$ cat src/verilog/interval_timer_pkg.sv
// Purpose: Shared constants and types for the 16-bit interval timer
// Assumes: AXI4-Lite slave, 32-bit data, one clock at 25 MHz
// Notes: Offsets are byte addresses
package interval_timer_pkg;
    localparam int ADDR_W = 8;
    localparam logic [7:0] OFS_CONTROL = 8'h00;
    localparam logic [7:0] OFS_COMPARE = 8'h04;
    localparam logic [7:0] OFS_IRQ_STATUS = 8'h08;
    localparam logic [7:0] OFS_IRQ_MASK = 8'h0C;
    localparam logic [7:0] OFS_TIMER_STATE = 8'h10;
    localparam logic [7:0] CONTROL_RESET = 8'h00;
    localparam logic [15:0] COMPARE_RESET = 16'h0000;
    localparam int RUN_BIT = 7;
    localparam int SEL_LO = 0;
    localparam int SEL_W = 3;
    localparam logic [7:0] CONTROL_WMASK = 8'h87;
    localparam logic [1:0] RESP_OKAY = 2'h0;
    localparam logic [1:0] RESP_SLVERR = 2'h2;
    localparam int DIV2 = 2;
    localparam int DIV4 = 4;
    localparam int DIV64 = 64;
    localparam int DIV512 = 512;
    localparam int OSC_DIV = 8;
    localparam int PRESCALE_W = 9;
    typedef enum logic [2:0] {
        SEL_MAIN, SEL_MAIN_2, SEL_MAIN_4, SEL_MAIN_64,
        SEL_MAIN_512, SEL_WATCH_TICK, SEL_OSC_8, SEL_SUBCLOCK
    } count_sel_e;
    typedef struct packed {
        logic run;
        count_sel_e sel;
    } timer_ctrl_s;
endpackage

$ cat src/verilog/interval_timer.sv
// Purpose: 16-bit clear-on-match interval timer with AXI4-Lite registers
// Assumes: Software keeps the programming restrictions below
// Notes: Counter runs on aclk with a count enable, not a gated clock
// Operation
// - Hidden 16-bit up-counter counts selected clock
// - Compare register 16 bits, reset zero
// - Control register 8 bits, reset zero
// - Rewriting same control, compare or mask value is harmless
// - Run bit low stops and clears counter
// - Run bit high starts counting
// - Three-bit select picks one of eight sources
// - Counter wraps from all-ones to zero first
// - Match clears counter next tick, raises interrupt
// - Compare zero interrupts on every tick after the first
// - Counting starts within bounded delay after enable
// - Only clear-on-match mode exists
`timescale 1ns/100ps
`default_nettype none
module interval_timer
(
    // Clock and reset
    input wire logic aclk,
    input wire logic aresetn,
    // AXI4-Lite write address
    input wire logic [interval_timer_pkg::ADDR_W-1:0] s_axi_awaddr,
    input wire logic s_axi_awvalid,
    output logic s_axi_awready,
    // AXI4-Lite write data
    input wire logic [31:0] s_axi_wdata,
    input wire logic [3:0] s_axi_wstrb,
    input wire logic s_axi_wvalid,
    output logic s_axi_wready,
    // AXI4-Lite write response
    output logic [1:0] s_axi_bresp,
    output logic s_axi_bvalid,
    input wire logic s_axi_bready,
    // AXI4-Lite read address
    input wire logic [interval_timer_pkg::ADDR_W-1:0] s_axi_araddr,
    input wire logic s_axi_arvalid,
    output logic s_axi_arready,
    // AXI4-Lite read data
    output logic [31:0] s_axi_rdata,
    output logic [1:0] s_axi_rresp,
    output logic s_axi_rvalid,
    input wire logic s_axi_rready,
    // Count sources from other units
    input wire logic watch_tick_event,
    input wire logic internal_osc_clk,
    input wire logic sub_clock,
    // Events
    output logic compare_match_irq,
    output logic irq
);
    logic [7:0] interval_timer_control_ff;
    logic [15:0] interval_compare_value_ff;
    logic [15:0] count_ff;
    logic started_ff;
    logic irq_status_ff;
    logic irq_mask_ff;
    logic [interval_timer_pkg::ADDR_W-1:0] awaddr_ff;
    logic [31:0] wdata_ff;
    logic [3:0] wstrb_ff;
    logic aw_have_ff;
    logic w_have_ff;
    logic count_tick;
    logic match;
    logic do_write;
    logic do_read;
    logic wr_ok;
    logic w1c_status;
    logic [31:0] nxt_rdata;
    logic [1:0] nxt_rresp;
    logic nxt_aw_have;
    logic nxt_w_have;
    logic nxt_bvalid;
    logic nxt_rvalid;
    interval_timer_pkg::timer_ctrl_s ctrl;

    assign ctrl.run = interval_timer_control_ff[interval_timer_pkg::RUN_BIT];
    assign ctrl.sel = interval_timer_pkg::count_sel_e'(
        interval_timer_control_ff[interval_timer_pkg::SEL_LO +: interval_timer_pkg::SEL_W]);

    count_tick_gen u_tick
    (
        .aclk(aclk),
        .aresetn(aresetn),
        .ctrl(ctrl),
        .watch_tick_event(watch_tick_event),
        .internal_osc_clk(internal_osc_clk),
        .sub_clock(sub_clock),
        .count_tick(count_tick)
    );

    // Write channels, taken in either order
    always_ff @(posedge aclk)
    begin
        if (!aresetn)
        begin
            aw_have_ff <= 1'b0;
            w_have_ff <= 1'b0;
            awaddr_ff <= '0;
            wdata_ff <= 32'h0000_0000;
            wstrb_ff <= 4'h0;
        end
        else
        begin
            if (s_axi_awvalid && s_axi_awready)
            begin
                aw_have_ff <= 1'b1;
                awaddr_ff <= s_axi_awaddr;
            end
            else if (do_write)
                aw_have_ff <= 1'b0;
            if (s_axi_wvalid && s_axi_wready)
            begin
                w_have_ff <= 1'b1;
                wdata_ff <= s_axi_wdata;
                wstrb_ff <= s_axi_wstrb;
            end
            else if (do_write)
                w_have_ff <= 1'b0;
        end
    end

    assign do_write = aw_have_ff && w_have_ff && !s_axi_bvalid;

    // Next handshake state, so every ready can come straight from a flop
    always_comb
    begin
        nxt_aw_have = aw_have_ff;
        nxt_w_have = w_have_ff;
        nxt_bvalid = s_axi_bvalid;
        nxt_rvalid = s_axi_rvalid;
        if (s_axi_awvalid && s_axi_awready)
            nxt_aw_have = 1'b1;
        else if (do_write)
            nxt_aw_have = 1'b0;
        if (s_axi_wvalid && s_axi_wready)
            nxt_w_have = 1'b1;
        else if (do_write)
            nxt_w_have = 1'b0;
        if (do_write)
            nxt_bvalid = 1'b1;
        else if (s_axi_bready)
            nxt_bvalid = 1'b0;
        if (do_read)
            nxt_rvalid = 1'b1;
        else if (s_axi_rready)
            nxt_rvalid = 1'b0;
    end

    // Same timing as a decode of the held state, without a combinational output
    always_ff @(posedge aclk)
    begin
        if (!aresetn)
        begin
            s_axi_awready <= 1'b1;
            s_axi_wready <= 1'b1;
            s_axi_arready <= 1'b1;
        end
        else
        begin
            s_axi_awready <= !nxt_aw_have && !nxt_bvalid;
            s_axi_wready <= !nxt_w_have && !nxt_bvalid;
            s_axi_arready <= !nxt_rvalid;
        end
    end

    // Compare takes only a whole 16-bit write
    assign wr_ok = (awaddr_ff == interval_timer_pkg::OFS_COMPARE) ? (wstrb_ff[1:0] == 2'h3) :
                   (awaddr_ff == interval_timer_pkg::OFS_CONTROL ||
                    awaddr_ff == interval_timer_pkg::OFS_IRQ_STATUS ||
                    awaddr_ff == interval_timer_pkg::OFS_IRQ_MASK ||
                    awaddr_ff == interval_timer_pkg::OFS_TIMER_STATE);

    always_ff @(posedge aclk)
    begin
        if (!aresetn)
        begin
            s_axi_bvalid <= 1'b0;
            s_axi_bresp <= interval_timer_pkg::RESP_OKAY;
        end
        else if (do_write)
        begin
            s_axi_bvalid <= 1'b1;
            s_axi_bresp <= wr_ok ? interval_timer_pkg::RESP_OKAY : interval_timer_pkg::RESP_SLVERR;
        end
        else if (s_axi_bready)
            s_axi_bvalid <= 1'b0;
    end

    // Byte-wide control; bits 3-6 kept zero whatever is written
    always_ff @(posedge aclk)
    begin
        if (!aresetn)
            interval_timer_control_ff <= interval_timer_pkg::CONTROL_RESET;
        else if (do_write && awaddr_ff == interval_timer_pkg::OFS_CONTROL && wstrb_ff[0])
            interval_timer_control_ff <= wdata_ff[7:0] & interval_timer_pkg::CONTROL_WMASK;
    end

    always_ff @(posedge aclk)
    begin
        if (!aresetn)
            interval_compare_value_ff <= interval_timer_pkg::COMPARE_RESET;
        else if (do_write && awaddr_ff == interval_timer_pkg::OFS_COMPARE && wstrb_ff[1:0] == 2'h3)
            interval_compare_value_ff <= wdata_ff[15:0];
    end

    // Match against compare, only clear-on-match mode
    assign match = started_ff && (count_ff == interval_compare_value_ff);

    // Stopped counter sits at all-ones so first tick wraps to zero
    always_ff @(posedge aclk)
    begin
        if (!aresetn || !ctrl.run)
        begin
            count_ff <= 16'hFFFF;
            started_ff <= 1'b0;
        end
        else if (count_tick)
        begin
            started_ff <= 1'b1;
            if (!started_ff || match)
                count_ff <= 16'h0000;
            else
                count_ff <= count_ff + 16'h0001;
        end
    end

    // Pulse on the tick that clears after a match
    always_ff @(posedge aclk)
    begin
        if (!aresetn || !ctrl.run)
            compare_match_irq <= 1'b0;
        else
            compare_match_irq <= count_tick && match;
    end

    assign w1c_status = do_write && awaddr_ff == interval_timer_pkg::OFS_IRQ_STATUS &&
                        wstrb_ff[0] && wdata_ff[0];

    // Set wins over write-one-to-clear
    always_ff @(posedge aclk)
    begin
        if (!aresetn)
            irq_status_ff <= 1'b0;
        else if (compare_match_irq)
            irq_status_ff <= 1'b1;
        else if (w1c_status)
            irq_status_ff <= 1'b0;
    end

    always_ff @(posedge aclk)
    begin
        if (!aresetn)
            irq_mask_ff <= 1'b0;
        else if (do_write && awaddr_ff == interval_timer_pkg::OFS_IRQ_MASK && wstrb_ff[0])
            irq_mask_ff <= wdata_ff[0];
    end

    always_ff @(posedge aclk)
    begin
        if (!aresetn)
            irq <= 1'b0;
        else
            irq <= (irq_status_ff || compare_match_irq) && irq_mask_ff;
    end

    // Read path; counter value is never exposed
    assign do_read = s_axi_arvalid && s_axi_arready;

    always_comb
    begin
        nxt_rdata = 32'h0000_0000;
        nxt_rresp = interval_timer_pkg::RESP_OKAY;
        case (s_axi_araddr)
            interval_timer_pkg::OFS_CONTROL: nxt_rdata[7:0] = interval_timer_control_ff;
            interval_timer_pkg::OFS_COMPARE: nxt_rdata[15:0] = interval_compare_value_ff;
            interval_timer_pkg::OFS_IRQ_STATUS: nxt_rdata[0] = irq_status_ff;
            interval_timer_pkg::OFS_IRQ_MASK: nxt_rdata[0] = irq_mask_ff;
            interval_timer_pkg::OFS_TIMER_STATE: nxt_rdata[0] = started_ff;
            default: nxt_rresp = interval_timer_pkg::RESP_SLVERR;
        endcase
    end

    always_ff @(posedge aclk)
    begin
        if (!aresetn)
        begin
            s_axi_rvalid <= 1'b0;
            s_axi_rdata <= 32'h0000_0000;
            s_axi_rresp <= interval_timer_pkg::RESP_OKAY;
        end
        else if (do_read)
        begin
            s_axi_rvalid <= 1'b1;
            s_axi_rdata <= nxt_rdata;
            s_axi_rresp <= nxt_rresp;
        end
        else if (s_axi_rready)
            s_axi_rvalid <= 1'b0;
    end
endmodule
`default_nettype wire

$ cat src/verilog/count_tick_gen.sv
// Purpose: Produces one-cycle count enables from the selected source
// Assumes: External sources already pass two flip-flops here
// Notes: Prescaler held clear while stopped
`timescale 1ns/100ps
`default_nettype none
module count_tick_gen
(
    // Clock and reset
    input wire logic aclk,
    input wire logic aresetn,
    // Control
    input wire interval_timer_pkg::timer_ctrl_s ctrl,
    // External sources
    input wire logic watch_tick_event,
    input wire logic internal_osc_clk,
    input wire logic sub_clock,
    // Count enable
    output logic count_tick
);
    logic [interval_timer_pkg::PRESCALE_W-1:0] prescale_ff;
    logic [2:0] sync_ff [2];
    logic [2:0] last_ff;
    logic [2:0] osc_div_ff;
    logic [2:0] rise;

    always_ff @(posedge aclk)
    begin
        if (!aresetn || !ctrl.run)
            prescale_ff <= '0;
        else
            prescale_ff <= prescale_ff + 1'b1;
    end

    // Level sync; stage one feeds only stage two
    always_ff @(posedge aclk)
    begin
        if (!aresetn)
        begin
            sync_ff[0] <= 3'h0;
            sync_ff[1] <= 3'h0;
            last_ff <= 3'h0;
        end
        else
        begin
            sync_ff[0] <= {sub_clock, internal_osc_clk, watch_tick_event};
            sync_ff[1] <= sync_ff[0];
            last_ff <= sync_ff[1];
        end
    end

    assign rise = sync_ff[1] & ~last_ff;

    always_ff @(posedge aclk)
    begin
        if (!aresetn || !ctrl.run)
            osc_div_ff <= 3'h0;
        else if (rise[1])
            osc_div_ff <= osc_div_ff + 1'b1;
    end

    function automatic logic div_hit(input logic [8:0] cnt, input int div);
        div_hit = (cnt & 9'(div - 1)) == 9'(div - 1);
    endfunction

    // Source choice per select code
    always_comb
    begin
        case (ctrl.sel)
            interval_timer_pkg::SEL_MAIN: count_tick = 1'b1;
            interval_timer_pkg::SEL_MAIN_2: count_tick = div_hit(prescale_ff, interval_timer_pkg::DIV2);
            interval_timer_pkg::SEL_MAIN_4: count_tick = div_hit(prescale_ff, interval_timer_pkg::DIV4);
            interval_timer_pkg::SEL_MAIN_64: count_tick = div_hit(prescale_ff, interval_timer_pkg::DIV64);
            interval_timer_pkg::SEL_MAIN_512: count_tick = div_hit(prescale_ff, interval_timer_pkg::DIV512);
            interval_timer_pkg::SEL_WATCH_TICK: count_tick = rise[0];
            interval_timer_pkg::SEL_OSC_8: count_tick = rise[1] && (osc_div_ff == 3'(interval_timer_pkg::OSC_DIV - 1));
            interval_timer_pkg::SEL_SUBCLOCK: count_tick = rise[2];
            default: count_tick = 1'b0;
        endcase
    end
endmodule
`default_nettype wire

$ cat config.mk
export PLATFORM = sky130hd
export DESIGN_NAME = interval_timer
export DESIGN_NICKNAME = d
export VERILOG_FILES = /design/src/verilog/interval_timer_pkg.sv /design/src/verilog/interval_timer.sv /design/src/verilog/count_tick_gen.sv
export SDC_FILE = /design/constraint.sdc
export NUM_CORES = 1
export LEC_CHECK = 0
export BUFFER_PORTS_ARGS = -buffer_cell sky130_fd_sc_hd__buf_2
export CORE_ASPECT_RATIO = 0.9
export CORE_MARGIN = 1
export CORE_UTILIZATION = 58
export CTS_CLUSTER_DIAMETER = 80
export DETAILED_ROUTE_END_ITERATION = 12
export GPL_TIMING_DRIVEN = 1
export PLACE_DENSITY = 0.95
export SLEW_MARGIN = 20
export SYNTH_ARGS = -nofsm -noshare
export SYNTH_HDL_FRONTEND = slang
export SYNTH_SLANG_ARGS = --single-unit
$ cat constraint.sdc
create_clock -name aclk -period 6.1 [get_ports aclk]
set_clock_uncertainty 0.1 [all_clocks]
set_input_delay 1.525 -clock aclk [delete_from_list [all_inputs] [get_ports aclk]]
set_output_delay 1.525 -clock aclk [all_outputs]
set_load 0.1 [all_outputs]
==> flow_summary.ini, run 1 <==
[placement]
placed_area_um2 = 5200
dp_hpwl_um = 8030
routabilityCongestion = 0.897
port_buffers = 68

[route]
firstDrtPassIters = 5
first_iter_violations = 308
wl_um = 12100
viasPerCell = 5.84
routedWlPerCell_um = 17.0
vias = 4155
drc = 0
ant_nets = 0

[setup_path]
start_kind = input pin
critPathMaxFanout = 83
worstPathRequired_ns = 6.42
end_kind = flop
arrival_ns = 3.48
critical_path_class = input pin to flop

[timing]
hold_viol = 0
maxSlewViolCount = 0
fin_crit_ns = 3.16
setup_violations = 0
tns_ns = 0
rsz0062_at_grt = false
relSlewSlack_pct = 29.6
tightest_slew_ns = 1.06
max_freq_mhz = 316
fin_crit_sh_pct = 51.8

[synth]
netlist_area_um2 = 4920
yosysTopAreaCellShare_pct = 46.0
async_flop_share_pct = 0
yosysUniqueCellTypes = 54
synth.top_cells.by_count = dfxtp_1 (113), nand2_1 (75), nor2b_1 (40)
synth_seq_cells = 113
synthTopCellsByArea = dfxtp_1 (46%), nand2_1 (5.7%), mux2i_1 (5.5%)
yosysTopAreaCell = dfxtp_1
synth-warning-count = 0
synth.most_common_cell = dfxtp_1
synth_edf_count = 0
ys.flop_type = dfxtp_1
seq_area_frac_synth_pct = 46.0
synth.avg_cell_area_um2 = 9.13
netlist_instances = 539

[status]
status = completed

[cts]
clkLatencyLatePin_ns = 0.52
cts.clk_slew.worst_paths_ns = 0.06
clk_path_buf_depth = 2
postCtsSetupBuffers = 0
cts_tree = yes
cts.sink_count = 113
cts_resized = 0
cts-buffers-inserted = 17
cts_root_buffer = clkbuf_8
htreeDepth = 4
cts_hold_buf = 0

[floorplanning]
row_count = 31
die_w_um = 99.1
dieArea_um2 = 8860
pin_count = 105
start_util_pct = 60.4
dieHeight_um = 89.4
core_area_um2 = 8150

[cells_and_area]
seq_area_um2 = 2260
drive_above_1_share_pct = 17.2
fin_nets = 666
fin_area_um2 = 5780
diodes = 0
multi_input_area_um2 = 2410
nFillCells = 586
fin_util_pct = 70.9
area_growth_pct = 17.4

[hold_path]
hold_path_class = flop to flop

[power_and_ir_drop]
vdd_drop_max_mv = 0.221
p_leak_nw = 2.40
power_density_nw_per_um2 = 324

[global_routing]
antenna_found_initial = 0
grtUsageTotal_pct = 28.5
first_global_vias = 3987
grt_max_degree = 84
grt_pass1_wl_um = 19200
grt.overflow.total = 0

[run]
drv_cap = 0
## sequential cells by signal (all words and copies together) (netlist names), 3 cells and up
| register | cells |
|---|---|
| count_ff | 16 |
| awaddr_ff | 8 |
| interval_compare_value_ff | 16 |
| wdata_ff | 16 |
| u_tick.prescale_ff | 9 |
| u_tick.osc_div_ff | 3 |
| interval_timer_control_ff | 4 |
| s_axi_rdata | 16 |
| u_tick.last_ff | 3 |
| u_tick.sync_ff | 6 |
## cell type report
class                           instances  share of cell area (%)
Clock buffer                           18                    7.23
Clock inverter                         14                    2.66
Inverter                               13                   0.845
Multi-Input combinational cell        384                    41.8
Sequential cell                       113                    39.2
Tap cell                               99                    2.14
Timing Repair Buffer                   70                    6.15
## kinds of logic after synthesis
group,after synthesis,share of synthesized area [%]
flops,113,46.0
mux,27,5.49
fa+ha+maj,5,1.27
xor+xnor,22,3.92
compound gates,103,14.8
other cells,1,0.0762
simple gates,209,22.1
buf+inv,59,6.41
## power by group
part           internal, mW  switching, mW  leakage, nW
Sequential            0.757         0.0124        0.918
Clock                 0.586          0.367        0.273
Combinational        0.0339          0.116         1.21
Total                  1.38          0.496         2.40
## layer usage
metal,vias up,share of wire [%],track usage (%)
met2,182,51,50.2
met4,0,2.1,12.0
li1,1948,-,-
met5,-,0,0
met3,36,6.2,7.51
met1,1989,41,33.5
## stage by stage
step,setup WS [ns],std cells,power (mW),hold WS [ns]
6_report,2.94,711,1.87,0.335
5_1_grt,2.79,711,1.93,0.351
4_1_cts,2.99,711,1.88,0.336
3_5_place_dp,2.48,679,0.934,0.320
3_3_place_gp,2.49,679,0.930,0.316
2_1_floorplan,3.03,556,0.912,0.312
## critical path, stage by stage
cell	delay, ns
buf_2	0.08
buf_4	0.49
nand2_1	0.76
a41o_1	0.46
a21o_1	0.15
## path summary, 6_finish.rpt
check | from | end | slack (ns) | cells after the start
setup / recovery | aresetn | count_ff[10] | 2.94 | 5
hold / removal | u_tick.sync_ff[0][2] | u_tick.sync_ff[0][5] | 0.33 | 1
setup reg to reg | count_ff[6] | count_ff[2] | 3.24 | 5
hold reg to reg | u_tick.sync_ff[0][2] | u_tick.sync_ff[0][5] | 0.33 | 1
## cells in the final DEF, fill, tap and decap left out, types with 3 or more instances in the layout
cell	n
clkbuf_16	16
inv_1	13
buf_2	68
nor2_1	22
mux2i_1	27
dfxtp_1	113
nand2_1	75
xor2_1	5
a221o_1	7
ha_1	5
or4_1	3
clkinvlp_4	3
nand2b_1	3
a21boi_0	29
nor2b_1	40
and3_1	10
inv_6	5
o21ai_0	19
nand4_1	8
xnor2_1	17
nor3_1	5
and2_1	15
conb_1	18
a22oi_1	12
and4_1	6
a21oi_1	14
nand3_1	13
No activity file was read; power rests on OpenSTA's default activity.
==> run 2: changes to the inputs <==
--- a/config.mk
+++ b/config.mk
@@ -5,14 +5,15 @@
 export SDC_FILE = /design/constraint.sdc
 export NUM_CORES = 1
 export LEC_CHECK = 0
+export ABC_AREA = 1
 export BUFFER_PORTS_ARGS = -buffer_cell sky130_fd_sc_hd__buf_2
 export CORE_ASPECT_RATIO = 0.9
 export CORE_MARGIN = 1
-export CORE_UTILIZATION = 58
+export CORE_UTILIZATION = 49
 export CTS_CLUSTER_DIAMETER = 80
 export DETAILED_ROUTE_END_ITERATION = 12
 export GPL_TIMING_DRIVEN = 1
-export PLACE_DENSITY = 0.95
+export PLACE_DENSITY = 0.86
 export SLEW_MARGIN = 20
 export SYNTH_ARGS = -nofsm -noshare
 export SYNTH_HDL_FRONTEND = slang
==> constraint.sdc (replaced) <==
create_clock -name aclk -period 2.9 [get_ports aclk]
set_clock_uncertainty 0.1 [all_clocks]
set_input_delay 0.725 -clock aclk [delete_from_list [all_inputs] [get_ports aclk]]
set_output_delay 0.725 -clock aclk [all_outputs]
set_load 0.1 [all_outputs]
==> flow_summary.ini, run 2 <==
[synth]
synth.most_common_cell = nand2_1
netlist_instances = 713
synth.top_cells.by_count = nand2_1 (127), dfxtp_1 (113), nor2_1 (113)
synth.avg_cell_area_um2 = 7.17
synth_seq_cells = 113
netlist_area_um2 = 5110
yosysUniqueCellTypes = 30
yosysTopAreaCellShare_pct = 44.2
yosysTopAreaCell = dfxtp_1
async_flop_share_pct = 0
synthTopCellsByArea = dfxtp_1 (44%), nand2_1 (9.3%), nor2_1 (8.3%)
synth-warning-count = 0
seq_area_frac_synth_pct = 44.2
synth_edf_count = 0
ys.flop_type = dfxtp_1

[global_routing]
grt_pass1_wl_um = 18200
grtUsageTotal_pct = 21.8
grt.overflow.total = 0
antenna_found_initial = 0
grt_max_degree = 34
first_global_vias = 4130

[timing]
maxSlewViolCount = 0
setup_violations = 0
fin_crit_sh_pct = 81.7
hold_viol = 0
tightest_slew_ns = 0.845
tns_ns = 0
hold_ws_ns = 0.308
fin_crit_ns = 2.37
max_freq_mhz = 422
relSlewSlack_pct = 43.6
rsz0062_at_grt = false

[cts]
cts-buffers-inserted = 17
cts_hold_buf = 0
htreeDepth = 4
cts_root_buffer = clkbuf_16
clk_path_buf_depth = 2
cts_tree = yes
postCtsSetupBuffers = 0
cts.clk_slew.worst_paths_ns = 0.05
cts_resized = 0
clkLatencyLatePin_ns = 0.42
cts.sink_count = 113

[cells_and_area]
layout_commonest_cell = nand2_1
fin_nets = 844
fin_area_um2 = 6000
drive_above_1_share_pct = 15.8
final_cell_mix = nand2_1 (127), nor2_1 (113), dfxtp_1 (113), inv_1 (82)
diodes = 0
area_growth_pct = 17.3

[route]
drc = 0
first_iter_violations = 345
wl_um = 11100
viasPerCell = 5.00
routedWlPerCell_um = 12.1
vias = 4579
firstDrtPassIters = 5
ant_nets = 0

[setup_path]
critPathMaxFanout = 18
arrival_ns = 2.63
worstPathRequired_ns = 3.16
start_kind = flop
critical_path_class = flop to flop
end_kind = flop

[placement]
placed_area_um2 = 5440
port_buffers = 68
dp_hpwl_um = 7440
routabilityCongestion = 0.883

[run]
drv_cap = 0

[floorplanning]
core_area_um2 = 9910
dieHeight_um = 98.9
pin_count = 105
start_util_pct = 51.6
dieArea_um2 = 10800
die_w_um = 110
row_count = 34

[hold_path]
hold_path_class = flop to flop

[status]
status = completed

[power_and_ir_drop]
vdd_drop_max_mv = 0.537
p_seq_share_pct = 40.9
p_sw_share_pct = 25.4
power_frac_comb_pct = 10.0
intPower_mw = 2.99
p_leak_nw = 2.88
power_density_nw_per_um2 = 668
clockPowerShare_pct = 49.2
p_sw_mw = 1.02
==> run 2: cell types whose count changed after synthesis, sizes merged, moves of 9 or more <==
cell and delta:
a21oi +54, and3 -10, nand2 +58, inv +73, xnor2 -15, o21ai +44
mux2i -27, nand3 +37, a22oi -12, nor2 +94, a21boi -29, nor2b -40
and2 -15, xor2 +9
==> run 2: critical path: stages, from the launching register on <==
cell and delay, ns:
dfxtp_1 0.38, ha_1 0.21, nand2_1 0.07, inv_2 0.06, nand2_2 0.07, nor2_4 0.13
nand2_1 0.06, nor2_1 0.09, ha_1 0.14, inv_1 0.04, nor2_1 0.10, nor2_1 0.06
nand3_2 0.10, nand2_4 0.16, nor2_8 0.31, nand3_1 0.13, nand2_1 0.10
==> run 2: worst paths after layout <==
kind | start | slack [ns] | depth (start not counted) | end
max | u_tick.prescale_ff[0] | 0.53 | 16 | count_ff[15]
min | u_tick.sync_ff[0][1] | 0.31 | 2 | u_tick.sync_ff[0][4]
max reg2reg | u_tick.prescale_ff[0] | 0.53 | 16 | count_ff[15]
min reg2reg | u_tick.sync_ff[0][1] | 0.31 | 2 | u_tick.sync_ff[0][4]
==> run 2: routing by layer <==
layer	track usage (%)	vias up	wire length (um)
met4	10.3	0	216
met1	26.3	2072	4930
met5	0	-	0
met2	35.8	132	5340
met3	6.28	22	632
li1	-	2353	-
==> run 2: cell type report <==
type                            instances  area [um^2]
Multi-Input combinational cell        486         2320
Tap cell                              126          158
Clock buffer                           26          479
Clock inverter                          6         80.1
Fill cell                             851         3920
Sequential cell                       113         2260
Timing Repair Buffer                   73          378
Inverter                               86          323
==> run 2: through the flow <==
stage	std cells	power (mW)	worst slack [ns]	util, %
floorplan	730	2.00	0.832	-
global placement	884	2.06	0.640	54.9
detailed placement	884	2.06	0.595	54.9
CTS	916	4.03	0.529	60.5
global route	916	4.14	0.355	60.5
finish	916	4.01	0.530	60.5
==> run 2: power groups by stage <==
| stage | registers [mW] | logic, mW | clock network (mW) |
|---|---|---|---|
| final | 1.64 | 0.399 | 1.97 |
| after detailed placement | 1.67 | 0.396 | 0 |
| after global routing | 1.64 | 0.432 | 2.07 |
| after CTS | 1.64 | 0.398 | 1.99 |
| after global placement | 1.67 | 0.390 | 0 |
| after floorplan | 1.75 | 0.257 | 0 |
==> run 2: logic make-up after synthesis <==
logic type	Yosys count	synth area share, %
other cells	1	0.0734
simple gates	315	27.1
buf+inv	131	11.7
flops	113	44.2
xor+xnor	16	2.74
fa+ha+maj	5	1.22
compound gates	132	12.9
